### src/core/mco_pkg.sv
package mco_pkg;

	// Register bit positions inside the mode option configuration word
	localparam int unsigned CFG_W          = 16;
	localparam int unsigned BIT_BUS_SEL    = 9;
	localparam int unsigned BIT_SYNC_HI    = 8;
	localparam int unsigned BIT_SYNC_LO    = 7;
	localparam int unsigned BIT_VEC_OPT    = 6;
	localparam logic [15:0] CFG_RESET      = 16'h0000;

	// Status word service-request position
	localparam int unsigned STS_W          = 16;
	localparam int unsigned BIT_SRQ        = 8;

	// Sync option encodings
	localparam logic [1:0]  SYNC_HOST      = 2'h0;
	localparam logic [1:0]  SYNC_IF_EVEN   = 2'h1;
	localparam logic [1:0]  SYNC_IF_ODD    = 2'h2;
	localparam logic [1:0]  SYNC_ALWAYS    = 2'h3;

	// Command codes as seen by this block
	typedef enum logic [2:0]
	{
		MCO_CMD_NONE     = 3'h0,
		MCO_CMD_SYNC     = 3'h1,
		MCO_CMD_VECTOR   = 3'h2,
		MCO_CMD_SHUTDOWN = 3'h3,
		MCO_CMD_OVERRIDE = 3'h4
	} mco_cmd_t;

	// One decoded, validated mode command with its data
	typedef struct packed
	{
		mco_cmd_t    cmd;
		logic        broadcast;
		logic [15:0] data;
		logic        bus_match;
	} mco_req_t;

	// Handler FSM, Gray along idle -> act -> status
	typedef enum logic [1:0]
	{
		MCO_IDLE   = 2'b00,
		MCO_ACT    = 2'b01,
		MCO_STATUS = 2'b11
	} mco_state_t;

endpackage

### src/core/mco_sync_decide.sv
`timescale 1ns/1ns
module mco_sync_decide
	import mco_pkg::*;
(
	// Option and data
	input  wire logic [1:0] i_opt,
	input  wire logic       i_bit0,
	// Decision
	output logic            o_load
);

	// Load decision per option setting
	assign o_load = (i_opt == SYNC_ALWAYS)
		| ((i_opt == SYNC_IF_EVEN) & ~i_bit0)
		| ((i_opt == SYNC_IF_ODD) & i_bit0);

endmodule

### src/core/mco_handler.sv
`timescale 1ns/1ns
module mco_handler
	import mco_pkg::*;
(
	// Clock and reset
	input  wire logic              i_sys_clk,
	input  wire logic              i_reset_n,
	// Configuration register port
	input  wire logic              i_cfg_we,
	input  wire logic [CFG_W-1:0]  i_cfg_wdata,
	output logic [CFG_W-1:0]       o_cfg_rdata,
	// Shutdown scope from the first configuration register
	input  wire logic              i_shutdown_scope_select,
	// Host service-request set/clear into the status word bits
	input  wire logic              i_srq_set,
	input  wire logic              i_srq_clr,
	// Validated mode command from the protocol engine
	input  wire logic              i_req_valid,
	input  wire mco_req_t          i_req,
	// Results
	output logic                   o_busy,
	output logic                   o_tt_load,
	output logic [15:0]            o_tt_data,
	output logic                   o_status_start,
	output logic                   o_host_sync_evt,
	output logic                   o_service_request,
	output logic                   o_inactive_bus_inhibit_tx,
	output logic                   o_inactive_bus_inhibit_rx,
	output logic                   o_transmitter_shutdown_flag,
	output logic                   o_receiver_shutdown_flag
);

	logic [CFG_W-1:0] cfg_q;
	mco_state_t       state_q, state_d;
	mco_req_t         req_q;
	logic             srq_q, txi_q, rxi_q, transmitter_shutdown_flag_q, receiver_shutdown_flag_q;
	logic             tt_load_q, status_q, host_evt_q;
	logic [15:0]      tt_data_q;

	// Option fields decoded once
	wire logic       bus_select_handling_option = cfg_q[BIT_BUS_SEL];
	wire logic [1:0] sync_load_option_pair = {cfg_q[BIT_SYNC_HI], cfg_q[BIT_SYNC_LO]};
	wire logic       vector_word_option = cfg_q[BIT_VEC_OPT];
	wire logic       sync_ok;

	mco_sync_decide u_sync
	(
		.i_opt  (sync_load_option_pair),
		.i_bit0 (req_q.data[0]),
		.o_load (sync_ok)
	);

	// Action terms valid while in the act state
	wire logic in_act    = (state_q == MCO_ACT);
	wire logic do_load   = in_act & (req_q.cmd == MCO_CMD_SYNC) & sync_ok;
	wire logic do_host   = in_act & (req_q.cmd == MCO_CMD_SYNC)
		& (sync_load_option_pair == SYNC_HOST);
	wire logic do_srq    = in_act & (req_q.cmd == MCO_CMD_VECTOR) & ~vector_word_option;
	wire logic is_sd     = (req_q.cmd == MCO_CMD_SHUTDOWN) | (req_q.cmd == MCO_CMD_OVERRIDE);
	// Bus-select set blocks shutdown effects regardless of match
	wire logic do_sd     = in_act & is_sd & ~bus_select_handling_option & req_q.bus_match;
	wire logic sd_val    = (req_q.cmd == MCO_CMD_SHUTDOWN);
	wire logic want_sts  = in_act & ~req_q.broadcast;

	// Three-state handler: act one cycle, then status strobe
	always_comb
	begin
		state_d = state_q;
		unique case (state_q)
			MCO_IDLE:   if (i_req_valid) state_d = MCO_ACT;
			MCO_ACT:    state_d = MCO_STATUS;
			MCO_STATUS: state_d = MCO_IDLE;
			default:    state_d = MCO_IDLE;
		endcase
	end

	// Configuration and state
	always_ff @(posedge i_sys_clk or negedge i_reset_n)
	begin
		if (!i_reset_n)
		begin
			cfg_q   <= CFG_RESET;
			state_q <= MCO_IDLE;
			req_q   <= '0;
		end
		else
		begin
			if (i_cfg_we)
				cfg_q <= i_cfg_wdata;
			state_q <= state_d;
			if (state_q == MCO_IDLE && i_req_valid)
				req_q <= i_req;
		end
	end

	// Service request: automatic clear beats host set, status sent next cycle
	always_ff @(posedge i_sys_clk or negedge i_reset_n)
	begin
		if (!i_reset_n)
			srq_q <= 1'b0;
		else if (do_srq)
			srq_q <= 1'b0;
		else if (i_srq_set)
			srq_q <= 1'b1;
		else if (i_srq_clr)
			srq_q <= 1'b0;
	end

	// Inactive bus inhibit and shutdown flags; scope bit limits to transmitter
	always_ff @(posedge i_sys_clk or negedge i_reset_n)
	begin
		if (!i_reset_n)
		begin
			txi_q  <= 1'b0;
			rxi_q  <= 1'b0;
			transmitter_shutdown_flag_q <= 1'b0;
			receiver_shutdown_flag_q <= 1'b0;
		end
		else if (do_sd)
		begin
			txi_q  <= sd_val;
			transmitter_shutdown_flag_q <= sd_val;
			if (!i_shutdown_scope_select)
			begin
				rxi_q  <= sd_val;
				receiver_shutdown_flag_q <= sd_val;
			end
		end
	end

	// Strobes; load and status both land in the cycle after the act cycle
	always_ff @(posedge i_sys_clk or negedge i_reset_n)
	begin
		if (!i_reset_n)
		begin
			tt_load_q  <= 1'b0;
			tt_data_q  <= 16'h0000;
			status_q   <= 1'b0;
			host_evt_q <= 1'b0;
		end
		else
		begin
			tt_load_q  <= do_load;
			if (do_load)
				tt_data_q <= req_q.data;
			status_q   <= want_sts;
			host_evt_q <= do_host;
		end
	end

	assign o_cfg_rdata                 = cfg_q;
	assign o_busy                      = (state_q != MCO_IDLE);
	assign o_tt_load                   = tt_load_q;
	assign o_tt_data                   = tt_data_q;
	assign o_status_start              = status_q;
	assign o_host_sync_evt             = host_evt_q;
	assign o_service_request           = srq_q;
	assign o_inactive_bus_inhibit_tx   = txi_q;
	assign o_inactive_bus_inhibit_rx   = rxi_q;
	assign o_transmitter_shutdown_flag = transmitter_shutdown_flag_q;
	assign o_receiver_shutdown_flag    = receiver_shutdown_flag_q;
endmodule

### config.mk
export PLATFORM = sky130hd
export DESIGN_NAME = mco_handler
export DESIGN_NICKNAME = d
export VERILOG_FILES = /design/src/core/mco_pkg.sv /design/src/core/mco_sync_decide.sv /design/src/core/mco_handler.sv
export SDC_FILE = /design/constraint.sdc
export NUM_CORES = 1
export LEC_CHECK = 0
export BUFFER_PORTS_ARGS = -buffer_cell sky130_fd_sc_hd__buf_2
export CORE_MARGIN = 2
export CORE_UTILIZATION = 30
export CTS_CLUSTER_DIAMETER = 30
export DETAILED_ROUTE_END_ITERATION = 10
export GPL_TIMING_DRIVEN = 0
export PLACE_DENSITY_LB_ADDON = 0.15
export SLEW_MARGIN = 30
export SYNTH_ARGS = -nofsm -noshare
export SYNTH_HDL_FRONTEND = slang
export SYNTH_SLANG_ARGS = --single-unit
### constraint.sdc
create_clock -name i_sys_clk -period 1.9 [get_ports i_sys_clk]
set_input_delay 0.285 -clock i_sys_clk [delete_from_list [all_inputs] [get_ports i_sys_clk]]
set_output_delay 0.285 -clock i_sys_clk [all_outputs]
set_load 0.1 [all_outputs]
# After elaboration in Yosys (flattened, before gate mapping)
# Cells that the tools add are included.
op_classes:
  add_sub_neg: 0
  multipliers: 0
  n_eq_ne: 9
  reduce_logical: 6
  div: 0
  n_shift: 0
  n_mux: 5
  n_bitwise: 19
  magnitude_cmp: 0
op_table:
  columns: ["op", "n"]
  rows:
  - ["1-bit bitwise AND", 11]
  - ["3-bit by 2-bit == test with 1-bit output, second input constant", 2]
  - ["1-bit inverter", 5]
  - ["2-bit by 1-bit == test with 1-bit output, second input constant", 2]
  - ["2-bit == test, second input constant", 2]
  - ["2-bit logical NOT", 2]
  - ["2-bit one-hot mux with 2 select lines", 1]
  - ["3-bit by 1-bit == test with 1-bit output, second input constant", 1]
  - ["3-bit == test, second input constant", 1]
  - ["1-bit two-way mux", 3]
  - ["1-bit OR", 3]
  - ["3-bit nonzero test", 1]
  - ["2-bit two-way mux", 1]
  - ["2-bit inequality test, second input constant", 1]
  - ["2-bit AND reduction", 1]
  - ["2-bit nonzero test", 1]
  - ["1-bit logical AND", 1]
word_totals:
  regBits: 61
  mem_bits_rw: 0
  romBits: 0
  latchBits: 0
  out_inout_bits: 41
  memories: 0
  input_bits: 44
  word_cells: 52

# Longest topological paths before layout
depth:
  ltp_word: 6
  depth_mapped: 4
  ltp_nobuf: 3

# Hierarchy
# From an unflattened synthesis, not the netlist that was laid out.
hier_totals:
  cells_unflattened: 147
  area_unflattened_um2: 2401.1
by_module_without_submodules:
  columns: ["module", "cells_each", "area_each_um2", "instances"]
  rows:
  - ["mco_handler", 146, 2386.0, 1]
  - ["mco_sync_decide", 1, 15.0, 1]

# Least setup slack after synthesis
# Ideal clock, no wire load.
synth_path:
  kind: "register to register"
  from: "register cfg_q[8], in the netlist o_cfg_rdata[8]"
  to: "register tt_data_q[10], in the netlist o_tt_data[10]"
  slack_ns: -0.303
  arrival_ns: 2.077
  path_buffers: 1
  stages_incl_launch_ff: 5
  period_less_slack_ns: 2.203
  path_cell_list: "dfrtp_1 -> nand2_1 -> a211oi_4 -> buf_12 -> mux2_4"
synth_via:
  elab_chain_cells: 5
  elab_cells_between_ends: 8
  cone_classes: "3 x eq/ne; 5 x bitwise"
synth_rtl:
  columns: ["item", "line_no", "source"]
  rows:
  - ["start: declaration", "mco_handler.sv:33", "logic [CFG_W-1:0] cfg_q;"]
  - ["start signal: assignment", "mco_handler.sv:89", "cfg_q <= i_cfg_wdata;"]
  - ["2-bit by 1-bit == test with 1-bit output", "mco_sync_decide.sv:14", "| ((i_opt == SYNC_IF_EVEN) & ~i_bit0)"]
  - ["1-bit bitwise AND", "mco_sync_decide.sv:14", null]
  - ["1-bit OR", "mco_sync_decide.sv:14", null]
  - ["1-bit OR (*)", "mco_sync_decide.sv:15", "| ((i_opt == SYNC_IF_ODD) & i_bit0);"]
  - ["1-bit bitwise AND (*)", "mco_handler.sv:55", "wire logic do_load = in_act & (req_q.cmd == MCO_CMD_SYNC) & sync_ok;"]
  - ["net do_load", "mco_handler.sv:55", null]
  - ["end signal: assignment", "mco_handler.sv:145", "tt_data_q <= req_q.data;"]
  - ["end: declaration", "mco_handler.sv:38", "logic [15:0] tt_data_q;"]
# Mark *: on every way through the listed nets, which the timed path passes. The rest lies on a longest branch.
# A chain may end at the register's enable or synchronous reset.

# Worst setup path after layout
layout_path:
  from: "register state_q[1]"
  to: "register tt_data_q[3], in the netlist o_tt_data[3]"
layout_via:
  elab_chain_cells: 3
layout_rtl:
  columns: ["item", "line_no", "source"]
  rows:
  - ["start: declaration", "mco_handler.sv:34", "mco_state_t state_q, state_d;"]
  - ["start signal: assignment", "mco_handler.sv:90", "state_q <= state_d;"]
  - ["2-bit by 1-bit == test with 1-bit output", "mco_handler.sv:54", "wire logic in_act = (state_q == MCO_ACT);"]
  - ["1-bit bitwise AND (2 in a row)", "mco_handler.sv:55", null]
  - ["net do_load", "mco_handler.sv:55", null]
# The timed path passes the listed nets, and every way through them passes these cells.

==> results.md <==
* Worst EP arrival at 2.00 ns
* Via count at 1512
* DRT Wirelength at 4.75 mm
* Share of the synthesized area in the top cell type at 63.7%
* Top cells by count, synth: dfrtp_1 (61), mux2_2 (41), mux2_4 (9)
* WL per Instance at 13.3 um
* Detailed Place HPWL at 3.44 mm
* Mean post-synth cell area at 15.7 um2
* Fmax at 559 MHz
* Netlist cell types at 28
* Synth area leaders: dfrtp_1 (64%), mux2_2 (19%), mux2_4 (5.6%)
* Count leader, synth: dfrtp_1
* Cell Pwr Density at 1890 nW/um2
* Leak pwr at 1.52 nW
* Startpoint types: flop
* CP delay by family, top: simple AND/OR/NAND/NOR gates
* Hold Fails Final Rpt at 0
* Drc violations at 0
* Clk_skew at 0.00631 ns
* Crit path max-delay cell type: or3b_4
* Setup CP Type: reg2reg
* DRT antenna net count at 0
* Total die area at 8720 um2
* Maximum clock path buffer count at 2
* CP max FO at 10
* Largest net degree at the start of global routing at 38
* Outcome: completed
* Cells after Synth at 153
* Routability congestion estimate from global placement at 0.714
* Fin crit period at 1.79 ns
* Syn_nets at 197
* Initial DRT Pass Iterations at 4
* Core box area at 7730 um2
* Htree depth at 3
* Leading area contributor after synthesis: dfrtp_1
* Nets at 294
* Port buffer count at 83
* Worst-path clk slew at 0.06 ns
* Initial antenna violation count at 0
* Yosys warnings at 0
* Post-synth EDFFs at 0
* Global-route wire length before repair at 7.97 mm
* Power Total at 6.04 mW
* Number of global-route vias before repair at 1630
* Vias/cell at 4.24
* Worst min path class: in2reg
* Pins Over Slew Limit at 0
* Dominant synthesized flop cell: dfrtp_1
* Final setup viols at 0
* Post-CTS resize count at 0
* Sequential area share after synthesis at 63.7%
* Clock Latency Late Sink at 0.33 ns
* TNS Setup at 0 ns
* Tightest Pin Transition at 0.493 ns
* Worst path max stage delay at 0.45 ns
* Post-route setup slack at 0.110 ns
* Slew headroom at 67.1%
* Top-level I/O count at 85
* Final core occ at 41.5%
* Setup repair after global routing missed its margin: no
* CTS sink cnt at 61
* Antenna diode instance count at 0
* CP endpoint kind: flop
* Syn Std Cell Area at 2400 um2
* Grt ovf at 0
* Max cap viols at 0
* Share of cells above drive strength 1 at 62.4%
* Height of the die at 93.4 um
* TritonCTS clock tree: done
* Initial Util at 31.0%
* Seq cells post-synth at 61
* Global Route Usage Sum at 12.1%
* CTS Buf Count at 9
* Fin crit share at 94.2%
* Pre-CTS WS at -0.173 ns
* Worst hold margin at 0.160 ns
* DR iter-0 viols at 35
* Root Driver: clkbuf_8
* Row Count at 32
* CP cell instances: or3b_4 > a211oi_4 > buf_12 > mux2_4
* Worst EP required at 2.11 ns
* Fraction of registers with async set/reset at 100%
* Die extent in x at 93.4 um
* Layout area overhead at 33.6%
* WP buf/inv at 1
* Peak VDD IR at 0.490 mV
==> area by class of cell <==
| cell class | instances | area [um2] |
|---|---|---|
| plain buffers | 7 | 52.6 |
| clock buffers | 12 | 135 |
| flip-flops and latches | 61 | 1530 |
| multi-input cells | 81 | 803 |
| fillers | 741 | 4520 |
| repair buffers | 86 | 468 |
| inverters | 4 | 15.0 |
| clock inverters | 4 | 72.6 |
| well taps | 102 | 128 |
==> power breakdown <==
part	total [mW]	switching, mW	internal (mW)
registers	2.03	0.269	1.76
clock network	1.21	0.472	0.738
logic	2.80	2.07	0.734
==> timing repair <==
action,in CTS,in global routing
setup buffers,1,0
hold endpoints to repair,24,0
setup endpoints to repair,15,0
hold buffers,1,0
==> kinds of logic (layout without fill, tap and decap cells) <==
| logic type | Yosys count | in the layout | share of synthesized area, % |
|---|---|---|---|
| AO/OA/AOI/OAI | 11 | 11 | 3.71 |
| flip-flops | 61 | 61 | 63.7 |
| multiplexers | 50 | 50 | 24.9 |
| buffers and inverters | 11 | 113 | 2.82 |
| AND/OR/NAND/NOR | 20 | 20 | 4.91 |
==> flip-flops by register name (all words and copies together) (netlist names) <==
signal / flops
req_q: 21
o_cfg_rdata: 16
o_tt_data: 16
state_q: 2
o_host_sync_evt: 1
o_receiver_shutdown_flag: 1
o_service_request: 1
o_status_start: 1
o_transmitter_shutdown_flag: 1
o_tt_load: 1
==> tightest hold or removal path, cell delays in order <==
cell	delay, ns
buf_2	0.08
nand2_1	0.04
o21ai_0	0.05
==> path summary, 6_finish.rpt <==
path | startpoint | endpoint | slack [ns] | cells after the start
max | state_q[1] | o_tt_data[3] | 0.11 | 4
min | i_cfg_wdata[7] | o_cfg_rdata[7] | 0.16 | 3
max reg2reg | state_q[1] | o_tt_data[3] | 0.11 | 4
min reg2reg | req_q[17] | o_status_start | 0.43 | 1
max in group asynchronous | i_reset_n | o_cfg_rdata[8] | 0.99 | 3
min in group asynchronous | i_reset_n | o_tt_data[6] | 0.40 | 2
==> routing by layer <==
layer | track usage, % | up-vias | wire [um]
li1 | - | 734 | -
met1 | 15.4 | 711 | 2170
met2 | 17.8 | 63 | 2090
met3 | 6.85 | 4 | 446
met4 | 3.31 | 0 | 39
met5 | 0 | - | 0
==> cell usage in the layout (no fill, tap or decap) <==
master         instances
buf_2                 84
dfrtp_1               59
mux2_2                41
mux2_4                 9
clkbuf_8               9
nand2_1                4
inv_1                  4
clkbuf_1               4
nor2_1                 4
buf_12                 3
o21ai_0                3
buf_4                  3
or2_2                  2
nor2b_1                2
nand2b_1               2
o31ai_1                2
bufinv_16              2
dfrtp_2                2
or3b_4                 1
a211oi_4               1
nor3_1                 1
o211ai_1               1
buf_1                  1
nor4b_1                1
a21oi_1                1
and2_1                 1
a41oi_1                1
or4bb_1                1
nor3b_1                1
o41ai_1                1
a2bb2oi_1              1
clkinv_2               1
clkinvlp_4             1
dlygate4sd3_1          1
==> stage by stage <==
stage,instances,area (um2)
final,357,3200
after detailed placement,339,2970
after CTS,357,3200
after global placement,338,2940
after floorplan,153,2400
after global routing,357,3200
Power figures use the tool's default switching activity.
